--- config.mk ---
export PLATFORM = sky130hd
export DESIGN_NAME = cgen_top
export DESIGN_NICKNAME = d
export VERILOG_FILES = /design/src/cgen_div.sv /design/src/cgen_top.sv
export SDC_FILE = /design/constraint.sdc
export NUM_CORES = 1
export LEC_CHECK = 0
export ABC_AREA = 0
export BUFFER_PORTS_ARGS = -buffer_cell sky130_fd_sc_hd__buf_2
export CAP_MARGIN = 20
export CORE_MARGIN = 5
export CORE_UTILIZATION = 32
export CTS_BUF_LIST = sky130_fd_sc_hd__clkbuf_8
export DETAILED_ROUTE_END_ITERATION = 8
export PLACE_DENSITY = 0.5
export SLEW_MARGIN = 40
export SYNTH_ARGS = -nofsm -noshare
export SYNTH_HDL_FRONTEND = slang
export SYNTH_SLANG_ARGS = --single-unit
export TNS_END_PERCENT = 20
--- constraint.sdc ---
create_clock -name clk_i -period 5.25 [get_ports clk_i]
set_input_delay 0.2625 -clock clk_i [delete_from_list [all_inputs] [get_ports clk_i]]
set_output_delay 0.2625 -clock clk_i [all_outputs]
set_load 0.01 [all_outputs]
--- src/cgen_div.sv ---
// Purpose: Register package and glitch-free selectable clock divider
// Assumes: Source clocks arrive as both-edge event strobes on clk_i
// Notes: One divider per master or programmable clock output
`default_nettype none

package cgen_pkg;
	// ****************************************
	// Register offsets
	// ****************************************
	localparam logic [7:0] OFS_PERIPH_CTRL = 8'h10;
	localparam logic [7:0] OFS_PERIPH_STATE = 8'h14;
	localparam logic [7:0] OFS_OSC_SETUP = 8'h20;
	localparam logic [7:0] OFS_FREQ_METER = 8'h24;
	localparam logic [7:0] OFS_PLL_SETUP = 8'h2c;
	localparam logic [7:0] OFS_MCK_SETUP = 8'h30;
	localparam logic [7:0] OFS_PCK_BASE = 8'h40;
	localparam logic [7:0] OFS_POWER_STATUS = 8'h68;
	// ****************************************
	// Field positions and reset values
	// ****************************************
	localparam int OSC_ON_BIT = 0;
	localparam int EXT_PASS_BIT = 1;
	localparam int STARTUP_LSB = 8;
	localparam int STARTUP_SHIFT = 3;
	localparam int MEAS_VALID_BIT = 16;
	localparam int PLL_DIV_LSB = 0;
	localparam int PLL_LC_LSB = 8;
	localparam int PLL_OUT_LSB = 14;
	localparam int PLL_MUL_LSB = 16;
	localparam int PLL_USB_LSB = 28;
	localparam int SEL_LSB = 0;
	localparam int SCALE_LSB = 2;
	localparam int ST_STABLE_BIT = 0;
	localparam int ST_LOCK_BIT = 2;
	localparam int ST_MCK_BIT = 3;
	localparam int ST_PCK_LSB = 8;
	localparam int PERIPH_LSB = 2;
	localparam logic [5:0] PLL_LC_RST = 6'h3f;
	localparam logic [4:0] METER_LAST = 5'h0f;
	// ****************************************
	// Encodings
	// ****************************************
	localparam logic [1:0] SRC_SLOW = 2'h0;
	localparam logic [1:0] SRC_MAIN = 2'h1;
	localparam logic [1:0] SRC_RSVD = 2'h2;
	localparam logic [1:0] SRC_PLL = 2'h3;
	localparam logic [2:0] SCALE_RSVD = 3'h7;
	localparam logic [1:0] USB_DIV1 = 2'h0;
	localparam logic [1:0] USB_DIV2 = 2'h1;
	localparam logic [1:0] USB_DIV4 = 2'h2;
	localparam logic [1:0] RESP_OKAY = 2'h0;
	localparam logic [1:0] RESP_SLVERR = 2'h2;
endpackage : cgen_pkg

module cgen_div (
	input wire logic clk_i,
	input wire logic reset_n_i,
	input wire logic [2:0] evt_i,
	input wire logic [1:0] src_sel_i,
	input wire logic [2:0] scale_i,
	output logic clk_o,
	output logic ready_o
);
	typedef struct packed {
		logic [1:0] sel;
		logic [2:0] scale;
		logic [5:0] cnt;
		logic clk;
		logic rdy;
	} cgen_div_st_t;

	cgen_div_st_t r, nxt;
	logic hit;
	logic change;
	logic [5:0] top;

	always_comb begin
		nxt = r;
		hit = (r.sel == cgen_pkg::SRC_SLOW) ? evt_i[0] :
			(r.sel == cgen_pkg::SRC_MAIN) ? evt_i[1] : evt_i[2];
		top = 6'((7'h01 << r.scale) - 7'h01);
		change = (src_sel_i != cgen_pkg::SRC_RSVD) && (scale_i != cgen_pkg::SCALE_RSVD) &&
			({src_sel_i, scale_i} != {r.sel, r.scale});
		nxt.rdy = !change;
		if (hit) begin
			if (r.cnt == top) begin
				nxt.cnt = 6'h00;
				// Switch only at the end of a low phase: low stretches, nothing shortens
				if (!r.clk && change) begin
					nxt.sel = src_sel_i;
					nxt.scale = scale_i;
				end else begin
					nxt.clk = !r.clk;
				end
			end else begin
				nxt.cnt = r.cnt + 6'h01;
			end
		end
	end

	always_ff @(posedge clk_i or negedge reset_n_i) begin
		if (!reset_n_i) begin
			r <= '0;
		end else begin
			r <= nxt;
		end
	end

	assign clk_o = r.clk;
	assign ready_o = r.rdy;
endmodule : cgen_div

`default_nettype wire

--- src/cgen_top.sv ---
// Purpose: Clock source, oscillator, meter, PLL setup and clock selection
// Assumes: Slow, main and PLL clocks are well below clk_i / 4
// Notes: AXI4-Lite slave, one outstanding write and one read
//
// Operation
// - Status bit per peripheral 2 to 31
// - Enable bit turns main oscillator on/off
// - Stable flag only after start-up elapsed or in bypass
// - Start-up lasts count times eight slow cycles
// - Bypass takes external clock, stable immediately
// - Stable cleared when enable and bypass zero
// - Meter counts main cycles over 16 slow
// - Meter valid only when enabled or bypassed and measured
// - Input divider: 0 off, 1 pass, else divide
// - Lock flag after count slow cycles post-write
// - Factor zero disables PLL, else factor plus one
// - USB ratio pass, half, quarter, 11 reserved
// - Master source: slow, main, reserved, PLL
// - Master scale divides 1 to 64
// - Each programmable clock selects own source
// - Each programmable clock scales 1 to 64
`default_nettype none

module cgen_top #(
	parameter int ADDR_W = 8,
	parameter int NUM_PCK = 2
) (
	input wire logic clk_i,
	input wire logic reset_n_i,
	input wire logic [ADDR_W-1:0] s_axi_awaddr_i,
	input wire logic s_axi_awvalid_i,
	output logic s_axi_awready_o,
	input wire logic [31:0] s_axi_wdata_i,
	input wire logic [3:0] s_axi_wstrb_i,
	input wire logic s_axi_wvalid_i,
	output logic s_axi_wready_o,
	output logic [1:0] s_axi_bresp_o,
	output logic s_axi_bvalid_o,
	input wire logic s_axi_bready_i,
	input wire logic [ADDR_W-1:0] s_axi_araddr_i,
	input wire logic s_axi_arvalid_i,
	output logic s_axi_arready_o,
	output logic [31:0] s_axi_rdata_o,
	output logic [1:0] s_axi_rresp_o,
	output logic s_axi_rvalid_o,
	input wire logic s_axi_rready_i,
	input wire logic slow_clk_i,
	input wire logic crystal_in_pin_i,
	input wire logic pll_clk_i,
	output logic osc_on_o,
	output logic external_clock_pass_o,
	output logic pll_ref_o,
	output logic pll_on_o,
	output logic [10:0] pll_factor_o,
	output logic [1:0] pll_range_o,
	output logic usb_clk_o,
	output logic mck_o,
	output logic [NUM_PCK-1:0] pck_o,
	output logic [31:0] periph_clk_en_o
);
	// ****************************************
	// State
	// ****************************************
	typedef enum logic [1:0] {
		M_IDLE = 2'b00,
		M_ARM = 2'b01,
		M_RUN = 2'b10,
		M_DONE = 2'b11
	} cgen_meter_t;

	typedef struct packed {
		logic aw_got;
		logic [ADDR_W-1:0] awaddr;
		logic w_got;
		logic [31:0] wdata;
		logic [3:0] wstrb;
		logic awready;
		logic wready;
		logic bvalid;
		logic [1:0] bresp;
		logic arready;
		logic rvalid;
		logic [31:0] rdata;
		logic [1:0] rresp;
		logic [2:0] sy1;
		logic [2:0] sy2;
		logic [2:0] sy3;
		logic [2:0] lvl;
		logic osc_on;
		logic ext_pass;
		logic [7:0] startup_count;
		logic [10:0] su_cnt;
		logic osc_stable_flag;
		cgen_meter_t mstate;
		logic [4:0] win;
		logic [15:0] mcnt;
		logic [15:0] measured_freq_count;
		logic measurement_valid;
		logic [7:0] pll_div;
		logic [5:0] lock_wait_count;
		logic [1:0] pll_range;
		logic [10:0] pll_factor;
		logic [1:0] usb_clock_ratio;
		logic pll_on;
		logic [5:0] lock_left;
		logic lock;
		logic [7:0] ref_cnt;
		logic pll_ref;
		logic [1:0] usb_cnt;
		logic usb_clk;
		logic [NUM_PCK:0][1:0] clock_source_sel;
		logic [NUM_PCK:0][2:0] clock_scale_sel;
		logic [31:0] peripheral_clock_bit;
	} cgen_st_t;

	cgen_st_t r, nxt;
	logic [2:0] evt;
	logic [2:0] rise;
	logic wr_fire;
	logic pll_write;
	logic [31:0] cur;
	logic [31:0] wval;
	logic [10:0] su_target;
	logic [NUM_PCK:0] div_clk;
	logic [NUM_PCK:0] div_rdy;

	// ****************************************
	// Register read mux
	// ****************************************
	function automatic logic [31:0] read_word(input logic [ADDR_W-1:0] a);
		logic [31:0] v;
		v = 32'h0000_0000;
		case (a)
			ADDR_W'(cgen_pkg::OFS_PERIPH_CTRL),
			ADDR_W'(cgen_pkg::OFS_PERIPH_STATE): v = r.peripheral_clock_bit;
			ADDR_W'(cgen_pkg::OFS_OSC_SETUP): begin
				v[cgen_pkg::OSC_ON_BIT] = r.osc_on;
				v[cgen_pkg::EXT_PASS_BIT] = r.ext_pass;
				v[cgen_pkg::STARTUP_LSB +: 8] = r.startup_count;
			end
			ADDR_W'(cgen_pkg::OFS_FREQ_METER): begin
				v[15:0] = r.measured_freq_count;
				v[cgen_pkg::MEAS_VALID_BIT] = r.measurement_valid;
			end
			ADDR_W'(cgen_pkg::OFS_PLL_SETUP): begin
				v[cgen_pkg::PLL_DIV_LSB +: 8] = r.pll_div;
				v[cgen_pkg::PLL_LC_LSB +: 6] = r.lock_wait_count;
				v[cgen_pkg::PLL_OUT_LSB +: 2] = r.pll_range;
				v[cgen_pkg::PLL_MUL_LSB +: 11] = r.pll_factor;
				v[cgen_pkg::PLL_USB_LSB +: 2] = r.usb_clock_ratio;
			end
			ADDR_W'(cgen_pkg::OFS_POWER_STATUS): begin
				v[cgen_pkg::ST_STABLE_BIT] = r.osc_stable_flag;
				v[cgen_pkg::ST_LOCK_BIT] = r.lock;
				v[cgen_pkg::ST_MCK_BIT] = div_rdy[0];
				v[cgen_pkg::ST_PCK_LSB +: NUM_PCK] = div_rdy[NUM_PCK:1];
			end
			default: begin
				for (int i = 0; i <= NUM_PCK; i++) begin
					// Index 0 is master only; base minus four must stay undecoded
					if ((i > 0 &&
						a == ADDR_W'(cgen_pkg::OFS_PCK_BASE) + ADDR_W'(4 * (i - 1))) ||
						(i == 0 && a == ADDR_W'(cgen_pkg::OFS_MCK_SETUP))) begin
						v[cgen_pkg::SEL_LSB +: 2] = r.clock_source_sel[i];
						v[cgen_pkg::SCALE_LSB +: 3] = r.clock_scale_sel[i];
					end
				end
			end
		endcase
		return v;
	endfunction : read_word

	function automatic logic known(input logic [ADDR_W-1:0] a);
		logic k;
		k = (a == ADDR_W'(cgen_pkg::OFS_PERIPH_CTRL)) || (a == ADDR_W'(cgen_pkg::OFS_PERIPH_STATE)) ||
			(a == ADDR_W'(cgen_pkg::OFS_OSC_SETUP)) || (a == ADDR_W'(cgen_pkg::OFS_FREQ_METER)) ||
			(a == ADDR_W'(cgen_pkg::OFS_PLL_SETUP)) || (a == ADDR_W'(cgen_pkg::OFS_MCK_SETUP)) ||
			(a == ADDR_W'(cgen_pkg::OFS_POWER_STATUS));
		for (int i = 0; i < NUM_PCK; i++) begin
			k = k || (a == ADDR_W'(cgen_pkg::OFS_PCK_BASE) + ADDR_W'(4 * i));
		end
		return k;
	endfunction : known

	// ****************************************
	// Next state
	// ****************************************
	always_comb begin
		nxt = r;
		// Pins pass three flops; an edge counts when stages two and three agree
		nxt.sy1 = {pll_clk_i, crystal_in_pin_i, slow_clk_i};
		nxt.sy2 = r.sy1;
		nxt.sy3 = r.sy2;
		evt = (r.sy2 ~^ r.sy3) & (r.sy3 ^ r.lvl);
		rise = evt & r.sy3;
		nxt.lvl = r.lvl ^ evt;

		// AXI write channel
		if (s_axi_awvalid_i && r.awready) begin
			nxt.aw_got = 1'b1;
			nxt.awaddr = s_axi_awaddr_i;
		end
		if (s_axi_wvalid_i && r.wready) begin
			nxt.w_got = 1'b1;
			nxt.wdata = s_axi_wdata_i;
			nxt.wstrb = s_axi_wstrb_i;
		end
		if (r.bvalid && s_axi_bready_i) begin
			nxt.bvalid = 1'b0;
		end
		wr_fire = r.aw_got && r.w_got && !r.bvalid;
		cur = read_word(r.awaddr);
		wval = cur;
		for (int b = 0; b < 4; b++) begin
			if (r.wstrb[b]) begin
				wval[8*b +: 8] = r.wdata[8*b +: 8];
			end
		end
		pll_write = wr_fire && (r.awaddr == ADDR_W'(cgen_pkg::OFS_PLL_SETUP));
		if (wr_fire) begin
			nxt.aw_got = 1'b0;
			nxt.w_got = 1'b0;
			nxt.bvalid = 1'b1;
			nxt.bresp = known(r.awaddr) ? cgen_pkg::RESP_OKAY : cgen_pkg::RESP_SLVERR;
			case (r.awaddr)
				ADDR_W'(cgen_pkg::OFS_PERIPH_CTRL): begin
					nxt.peripheral_clock_bit = {wval[31:cgen_pkg::PERIPH_LSB], 2'b00};
				end
				ADDR_W'(cgen_pkg::OFS_OSC_SETUP): begin
					nxt.osc_on = wval[cgen_pkg::OSC_ON_BIT];
					nxt.ext_pass = wval[cgen_pkg::EXT_PASS_BIT];
					nxt.startup_count = wval[cgen_pkg::STARTUP_LSB +: 8];
				end
				ADDR_W'(cgen_pkg::OFS_PLL_SETUP): begin
					nxt.pll_div = wval[cgen_pkg::PLL_DIV_LSB +: 8];
					nxt.lock_wait_count = wval[cgen_pkg::PLL_LC_LSB +: 6];
					nxt.pll_range = wval[cgen_pkg::PLL_OUT_LSB +: 2];
					nxt.pll_factor = wval[cgen_pkg::PLL_MUL_LSB +: 11];
					nxt.usb_clock_ratio = wval[cgen_pkg::PLL_USB_LSB +: 2];
				end
				default: begin
					for (int i = 0; i <= NUM_PCK; i++) begin
						if ((i > 0 &&
							r.awaddr == ADDR_W'(cgen_pkg::OFS_PCK_BASE) + ADDR_W'(4 * (i - 1))) ||
							(i == 0 && r.awaddr == ADDR_W'(cgen_pkg::OFS_MCK_SETUP))) begin
							nxt.clock_source_sel[i] = wval[cgen_pkg::SEL_LSB +: 2];
							nxt.clock_scale_sel[i] = wval[cgen_pkg::SCALE_LSB +: 3];
						end
					end
				end
			endcase
		end
		nxt.awready = !nxt.aw_got && !nxt.bvalid;
		nxt.wready = !nxt.w_got && !nxt.bvalid;

		// AXI read channel
		if (r.rvalid && s_axi_rready_i) begin
			nxt.rvalid = 1'b0;
		end
		if (s_axi_arvalid_i && r.arready) begin
			nxt.rvalid = 1'b1;
			nxt.rdata = read_word(s_axi_araddr_i);
			nxt.rresp = known(s_axi_araddr_i) ? cgen_pkg::RESP_OKAY : cgen_pkg::RESP_SLVERR;
		end
		nxt.arready = !nxt.rvalid;

		// Oscillator start-up
		su_target = {r.startup_count, 3'b000};
		if (!r.osc_on && !r.ext_pass) begin
			nxt.osc_stable_flag = 1'b0;
			nxt.su_cnt = 11'h000;
		end else if (r.ext_pass) begin
			nxt.osc_stable_flag = 1'b1;
		end else if (!r.osc_stable_flag) begin
			if (r.su_cnt >= su_target) begin
				nxt.osc_stable_flag = 1'b1;
			end else if (rise[0]) begin
				nxt.su_cnt = r.su_cnt + 11'h001;
			end
		end

		// Frequency meter, one measurement per enable
		case (r.mstate)
			M_IDLE: begin
				if (r.osc_on || r.ext_pass) begin
					nxt.mstate = M_ARM;
				end
			end
			M_ARM: begin
				if (rise[0]) begin
					nxt.mstate = M_RUN;
					nxt.win = 5'h00;
					nxt.mcnt = 16'h0000;
				end
			end
			M_RUN: begin
				if (rise[1] && r.mcnt != 16'hffff) begin
					nxt.mcnt = r.mcnt + 16'h0001;
				end
				if (rise[0]) begin
					nxt.win = r.win + 5'h01;
					if (r.win == cgen_pkg::METER_LAST) begin
						nxt.mstate = M_DONE;
						nxt.measured_freq_count = r.mcnt + 16'(rise[1] && r.mcnt != 16'hffff);
						nxt.measurement_valid = 1'b1;
					end
				end
			end
			M_DONE: begin
			end
			default: nxt.mstate = M_IDLE;
		endcase
		if (!r.osc_on && !r.ext_pass) begin
			nxt.mstate = M_IDLE;
			nxt.measurement_valid = 1'b0;
		end

		// PLL lock wait, restarted by every PLL setup write
		if (pll_write) begin
			nxt.lock = 1'b0;
			nxt.lock_left = wval[cgen_pkg::PLL_LC_LSB +: 6];
		end else if (!r.lock) begin
			if (r.lock_left == 6'h00) begin
				nxt.lock = 1'b1;
			end else if (rise[0]) begin
				nxt.lock_left = r.lock_left - 6'h01;
			end
		end
		nxt.pll_on = (nxt.pll_factor != 11'h000);

		// PLL input divider on both main clock edges
		if (r.pll_div == 8'h00) begin
			nxt.pll_ref = 1'b0;
			nxt.ref_cnt = 8'h00;
		end else if (r.pll_div == 8'h01) begin
			nxt.pll_ref = r.lvl[1];
		end else if (evt[1]) begin
			if (r.ref_cnt >= r.pll_div - 8'h01) begin
				nxt.ref_cnt = 8'h00;
				nxt.pll_ref = !r.pll_ref;
			end else begin
				nxt.ref_cnt = r.ref_cnt + 8'h01;
			end
		end

		// USB divider; reserved code or idle PLL holds low
		if (!r.pll_on || r.usb_clock_ratio == cgen_pkg::USB_DIV1 + 2'h3) begin
			nxt.usb_clk = 1'b0;
			nxt.usb_cnt = 2'h0;
		end else if (r.usb_clock_ratio == cgen_pkg::USB_DIV1) begin
			nxt.usb_clk = r.lvl[2];
		end else if (evt[2]) begin
			if (r.usb_cnt >= ((r.usb_clock_ratio == cgen_pkg::USB_DIV2) ? 2'h1 : 2'h3)) begin
				nxt.usb_cnt = 2'h0;
				nxt.usb_clk = !r.usb_clk;
			end else begin
				nxt.usb_cnt = r.usb_cnt + 2'h1;
			end
		end
	end

	always_ff @(posedge clk_i or negedge reset_n_i) begin
		if (!reset_n_i) begin
			r <= '0;
			r.lock_wait_count <= cgen_pkg::PLL_LC_RST;
			r.lock_left <= cgen_pkg::PLL_LC_RST;
		end else begin
			r <= nxt;
		end
	end

	// ****************************************
	// Master and programmable clock dividers
	// ****************************************
	// Index 0 is the master clock, the rest programmable outputs
	for (genvar g = 0; g <= NUM_PCK; g++) begin : g_div
		cgen_div u_div (
			.clk_i(clk_i),
			.reset_n_i(reset_n_i),
			.evt_i(evt),
			.src_sel_i(r.clock_source_sel[g]),
			.scale_i(r.clock_scale_sel[g]),
			.clk_o(div_clk[g]),
			.ready_o(div_rdy[g])
		);
	end

	assign s_axi_awready_o = r.awready;
	assign s_axi_wready_o = r.wready;
	assign s_axi_bvalid_o = r.bvalid;
	assign s_axi_bresp_o = r.bresp;
	assign s_axi_arready_o = r.arready;
	assign s_axi_rvalid_o = r.rvalid;
	assign s_axi_rdata_o = r.rdata;
	assign s_axi_rresp_o = r.rresp;
	assign osc_on_o = r.osc_on;
	assign external_clock_pass_o = r.ext_pass;
	assign pll_ref_o = r.pll_ref;
	assign pll_on_o = r.pll_on;
	assign pll_factor_o = r.pll_factor;
	assign pll_range_o = r.pll_range;
	assign usb_clk_o = r.usb_clk;
	assign mck_o = div_clk[0];
	assign pck_o = div_clk[NUM_PCK:1];
	assign periph_clk_en_o = r.peripheral_clock_bit;
endmodule : cgen_top

`default_nettype wire

==> out/summary.txt, run 1 <==
initial antenna violation count: 0
die height: 229.6 um
vias in the first global route: 12270
Max Root-Sink Buffers: 3
worst r2r dst: pll_on_o
GRT overflow: 0
Mapped Cells: 1546
Worst-Skew Late Latency: 0.65 ns
worst path cell trace: nor4_4 -> nand4_1 -> buf_4 -> nor2_1 -> mux2_2 -> or4_1 -> or4b_1
Root Driver: clkbuf_8
CTS resizes: 0
core area: 47750 um2
Final Hold Viols: 0
Layout area overhead: 16.32%
Slew @ Worst Pin: 0.7606 ns
Worst VDD drop: 0.1608 mV
Critical Path Stages: 7
NumNets Final: 1768
clk_skew: 0.03048 ns
commonest cells after routing, fill and taps aside: 280 x dfrtp_1, 168 x nand2_1, 150 x buf_2, 131 x o21ai_0
Buf/Inv on CP: 1
Port Buffers: 151
slowest stage delay, CP: 0.72 ns
Vias: 12180
die span in x: 229.6 um
routability-driven placement congestion ratio: 0.8482
Max stage delay cell, worst path: nor4_4
Critical Path Fanout Max: 21
first-pass GRT wire length: 73570 um
# Post-CTS Setup Buffers: 0
most common cell after layout, fill and taps aside: dfrtp_1
Seq cells post-synth: 292
non-filler cells, final: 2327
synthesized area per cell: 9.978 um2
Ports: 156
mapped cell area: 15430 um2
worst r2r src: r[249]
total track usage: 0.1742
Crit Path Class: flop to flop
Top delay family on crit path: simple AND/OR/NAND/NOR gates
die area: 52700 um2
Initial DRC Count: 847
Max Cap Viol: 0
Diodes inserted: 0
synth unique cells: 81
fin. max-slew vios: 0
Clock transition at path regs: 0.06 ns
share of layout cells above drive strength 1: 0.2231
RSZ-0062 raised after global routing: no
headroom to the max-slew limit: 0.4863
Post-synth EDFFs: 0
type of origin of the critical path: flop
DP Cell Count: 2175
Crit path required time: 5.76 ns
share of the yosys chip area belonging to registers: 0.4747
largest net degree at the start of global routing: 148
ys async rst share: 1.000
htree depth: 2
Worst Hold Class: input port to asynchronous set/reset pin
Routed wire per std cell: 19.97 um
Num CTS Buffers: 53
endpoints failing setup: 0
CP Capture Type: flop
worst hold slack: 0.2122 ns
Via density: 5.236
Lkg Pwr: 0.008136 uW
pwr/cell area: 407.2 nW/um2
routed wire length: 46460 um
Register-to-Register Path Depth: 7
number of core rows: 80
setup TNS: 0 ns
CTS sink cnt: 292
arrival time at the worst endpoint: 4.48 ns
DP Wirelength: 32650 um
Pre-antenna DRT Iters: 5
status: complete, no violations
Routed Antenna Nets: 0
Final Critical Period: 3.964 ns
CTS tree: yes
drt drc: 0
Starting Density: 0.3231
crit share post-route: 0.7551
Synth Warn #: 0
ys flop type: dfrtp_1
R2R Setup Slk: 1.29 ns
Max Fclk: 252.2 MHz
==> synth_stat cells, drive strengths merged (8+ instances only) <==
cell type	n	share of area
o21ai	137	0.044
a22oi	19	0.0092
dfrtp	280	0.45
a21oi	41	0.013
xnor2	30	0.017
o31ai	12	0.0058
a221oi	20	0.011
ha	37	0.030
mux2i	9	0.0058
nand2	170	0.041
nand3	50	0.016
xor2	19	0.011
nor2	93	0.023
nand4	16	0.0065
nor3b	8	0.0042
and2	11	0.0045
o21a	9	0.0044
clkbuf	63	0.015
a211oi	10	0.0049
a21o	13	0.0063
nand3b	13	0.0063
and3	19	0.0077
a222oi	15	0.0097
or4	14	0.0068
inv	47	0.011
buf	92	0.044
nor4	15	0.0075
dfstp	12	0.020
a31oi	27	0.011
nor3	18	0.0058
a22o	16	0.0091
mux2	102	0.075
nand2b	12	0.0049
==> timing repair <==
| action | in CTS | in global routing |
|---|---|---|
| setup endpoints to repair | 0 | 0 |
| hold buffers | 53 | 0 |
| endpoints found under the hold margin | 133 | 0 |
==> sequential cells by signal, indices dropped and copies added, names as in the netlist, 2 cells and up, named ones only <==
name	flops
r	157
g_div.u_div.r	33
s_axi_rdata_o	32
periph_clk_en_o	30
pll_factor_o	11
nxt	6
g_div.u_div.clk_o	3
g_div.u_div.ready_o	3
pll_range_o	2
==> through the flow <==
stage                     setup WS [ns]    util  total power [uW]  instance area (um2)
after CTS                         1.333  0.3749              7389                17900
after detailed placement          1.346  0.3402              5010                16240
after global placement            1.482  0.3394              4970                16210
after floorplan                   2.338       -              4399                15440
final                             1.286  0.3758              7306                17940
after global routing              1.076  0.3758              7768                17940
==> logic make-up (layout without fill, tap and decap cells) <==
kind of cell	count (synthesis)	in the layout	share of synthesized area
AND/OR/NAND/NOR	485	485	0.1591
AO/OA/AOI/OAI	365	365	0.1545
flip-flops	292	292	0.4747
buffers and inverters	202	365	0.07048
multiplexers	111	111	0.08054
XOR/XNOR	49	49	0.02782
adder cells (fa/ha/maj)	41	41	0.03261
other	1	4	0.0002431
==> worst max path at each step <==
stage,start,end,slack [ns]
floorplan,r[93],r[51],2.34
global placement,r[249],pll_on_o,1.48
detailed placement,r[249],pll_on_o,1.35
CTS,r[249],pll_on_o,1.33
global route,r[249],pll_on_o,1.08
finish,r[249],pll_on_o,1.29
==> final cells by class <==
class / count / area, um2
Fill cell: 4741 / 29800
Clock buffer: 64 / 880.8
Multi-Input combinational cell: 1055 / 7097
Sequential cell: 292 / 7322
Inverter: 47 / 176.4
Tap cell: 615 / 769.5
Timing Repair Buffer: 220 / 1453
Clock inverter: 34 / 245.2
==> per-layer routing <==
metal	GRT usage	wire, um
met1	0.2463	21770
met2	0.2668	20740
met4	0.05958	1417
met5	0	0
met3	0.03542	2539
==> worst register-to-register path: cells and delay by family, from the launching register on <==
| kind | cells | cell delay, ns |
|---|---|---|
| buffers and inverters | 1 | 0.38 |
| multiplexers | 1 | 0.41 |
| AND/OR/NAND/NOR | 5 | 2.61 |
| flip-flops | 1 | 0.44 |
==> power by group <==
part	internal [uW]	total (uW)	switching, uW
clock network	1260	2290	1030
logic	799	1790	992
registers	2670	3220	550
Power figures use the tool's default switching activity.
==> run 2, diff against run 1 <==
--- a/config.mk
+++ b/config.mk
@@ -5,14 +5,14 @@
 export SDC_FILE = /design/constraint.sdc
 export NUM_CORES = 1
 export LEC_CHECK = 0
-export ABC_AREA = 0
+export ABC_AREA = 1
 export BUFFER_PORTS_ARGS = -buffer_cell sky130_fd_sc_hd__buf_2
 export CAP_MARGIN = 20
 export CORE_MARGIN = 5
 export CORE_UTILIZATION = 32
 export CTS_BUF_LIST = sky130_fd_sc_hd__clkbuf_8
 export DETAILED_ROUTE_END_ITERATION = 8
-export PLACE_DENSITY = 0.5
+export PLACE_DENSITY = 0.51
 export SLEW_MARGIN = 40
 export SYNTH_ARGS = -nofsm -noshare
 export SYNTH_HDL_FRONTEND = slang
==> constraint.sdc (replaced) <==
create_clock -name clk_i -period 3.2 [get_ports clk_i]
set_input_delay 0.16 -clock clk_i [delete_from_list [all_inputs] [get_ports clk_i]]
set_output_delay 0.16 -clock clk_i [all_outputs]
set_load 0.01 [all_outputs]
==> out/summary.txt, run 2 <==
status: complete, no violations
NumNets Final: 2333
RSZ-0062 raised after global routing: no
Slew @ Worst Pin: 0.8890 ns
die span in x: 234.7 um
Crit path required time: 3.65 ns
type of origin of the critical path: flop
Post-synth EDFFs: 0
most flop-heavy register: r
CTS tree: yes
DR WL met3: 3214 um
Mapped Cells: 2083
CTS resizes: 0
ys async rst share: 1.000
vias in the first global route: 14380
largest net degree at the start of global routing: 60
Synth Warn #: 0
Layout area overhead: 16.65%
largest cells by area after synthesis: dfrtp_1 43%, nand2_1 14%, o21ai_0 5.3%
Buf/Inv on CP: 1
Worst-Skew Late Latency: 0.61 ns
DP Cell Count: 2801
slowest stage delay, CP: 0.40 ns
max reg flops: 157
Top delay family on crit path: simple AND/OR/NAND/NOR gates
worst hold slack: 0.05656 ns
Max stage delay cell, worst path: dfrtp_1
Max Fclk: 400.4 MHz
mapped cell area: 16160 um2
Routed wire per std cell: 17.51 um
Via density: 4.904
total track usage: 0.1823
routed wl met2: 23730 um
Worst Hold Class: input port to asynchronous set/reset pin
routed wire length: 51670 um
initial antenna violation count: 0
top-area cell type share of the netlist area: 0.4337
pwr/cell area: 686.5 nW/um2
CP Capture Type: flop
headroom to the max-slew limit: 0.4067
utilization after layout: 0.3764
most common cell in the synthesized netlist: nand2_1
Pre-antenna DRT Iters: 5
non-filler cells, final: 2951
first-pass GRT wire length: 81930 um
drt drc: 0
Ports: 156
Lkg Pwr: 0.009166 uW
dominant cell type by area after synthesis: dfrtp_1
DR top layer: met4
WL met1: 23830 um
Diodes inserted: 0
most common cell after layout, fill and taps aside: nand2_1
commonest cells after routing, fill and taps aside: 589 x nand2_1, 280 x dfrtp_1, 231 x inv_1, 172 x o21ai_0, 153 x nor2_1
Max Cap Viol: 0
htree depth: 2
die area: 55080 um2
GRT overflow: 0
Root Driver: clkbuf_8
commonest cells in the netlist: 589 x nand2_1, 280 x dfrtp_1, 212 x inv_1
clk_skew: 0.01592 ns
share of the yosys chip area belonging to registers: 0.4532
routability-driven placement congestion ratio: 0.8703
Final Hold Viols: 0
Vias: 14470
Critical Path Fanout Max: 5
core area: 50070 um2
share of layout cells above drive strength 1: 0.1474
R2R Setup Slk: 0.70 ns
most frequent CP cell: nand2_1
Starting Density: 0.3227
synth unique cells: 51
die height: 234.7 um
setup TNS: 0 ns
endpoints failing setup: 0
Clock transition at path regs: 0.06 ns
arrival time at the worst endpoint: 2.95 ns
crit share post-route: 0.7805
Initial DRC Count: 1251
number of core rows: 82
DP Wirelength: 37940 um
Worst VDD drop: 0.3262 mV
CTS sink cnt: 292
Num CTS Buffers: 53
synthesized area per cell: 7.756 um2
Max Root-Sink Buffers: 3
Worst Slack Setup Final: 0.7025 ns
Routed Antenna Nets: 0
Crit Path Class: flop to flop
Final Critical Period: 2.498 ns
ys flop type: dfrtp_1
pre-CTS setup slack: 0.6861 ns
worst path cell trace: o21ai_0 -> nand2_1 -> inv_1 -> nand2_1 -> a21oi_2 -> ha_1 -> ha_1 -> nand2_1 -> nor3_1 -> xor2_1 -> o21ai_0
Seq cells post-synth: 292
Port Buffers: 151
fin. max-slew vios: 0
## run 2: where the power goes
group          internal (uW)  total [uW]  switching (uW)  leakage (uW)
Combinational           1280        3960            2680       0.00465
Clock                   2090        3780            1680      0.000663
Sequential              4450        5200             753       0.00385
Total                   7820       12900            5120       0.00917
## run 2: stage by stage
step | total power (uW) | area, um2
CTS | 13060 | 18850
detailed placement | 9179 | 17200
finish | 12940 | 18850
global placement | 9111 | 17170
floorplan | 7917 | 16170
global route | 13830 | 18850
## run 2: kinds of logic after synthesis
group / synth area share
adder cells (fa/ha/maj): 0.02865
XOR/XNOR: 0.03578
AO/OA/AOI/OAI: 0.1137
buffers and inverters: 0.1062
flip-flops: 0.4532
AND/OR/NAND/NOR: 0.2616
other: 0.0002321
multiplexers: 0.0006196
## run 2: what timing repair did
action | in CTS | in global routing
hold endpoints to repair | 273 | 0
buffers inserted | 0 | 0
hold buffers | 50 | 0
## run 2: metal layers
metal	vias up	GRT usage
met2	474	0.2968
met5	-	0
met4	0	0.03929
li1	6982	-
met1	6934	0.2574
met3	83	0.03002
## run 2: layout make-up
cell class / count / area [um2]
fillers: 5298 / 31220
flip-flops and latches: 292 / 7322
multi-input cells: 1433 / 7137
repair buffers: 228 / 1551
clock buffers: 76 / 1046
inverters: 226 / 850.8
well taps: 672 / 840.8
clock inverters: 24 / 98.84
## run 2: worst paths after layout
kind | cells after the start | start | endpoint
worst max-delay path | 11 | nxt[162] | r[107]
worst min-delay path | 2 | reset_n_i | g_div[2].u_div.r[4]
worst max register to register | 11 | nxt[162] | r[107]
worst min register to register | 0 | nxt[166] | nxt[163]
max in group asynchronous | 4 | reset_n_i | r[85]
min in group clk_i | 4 | s_axi_araddr_i[4] | s_axi_rresp_o[1]
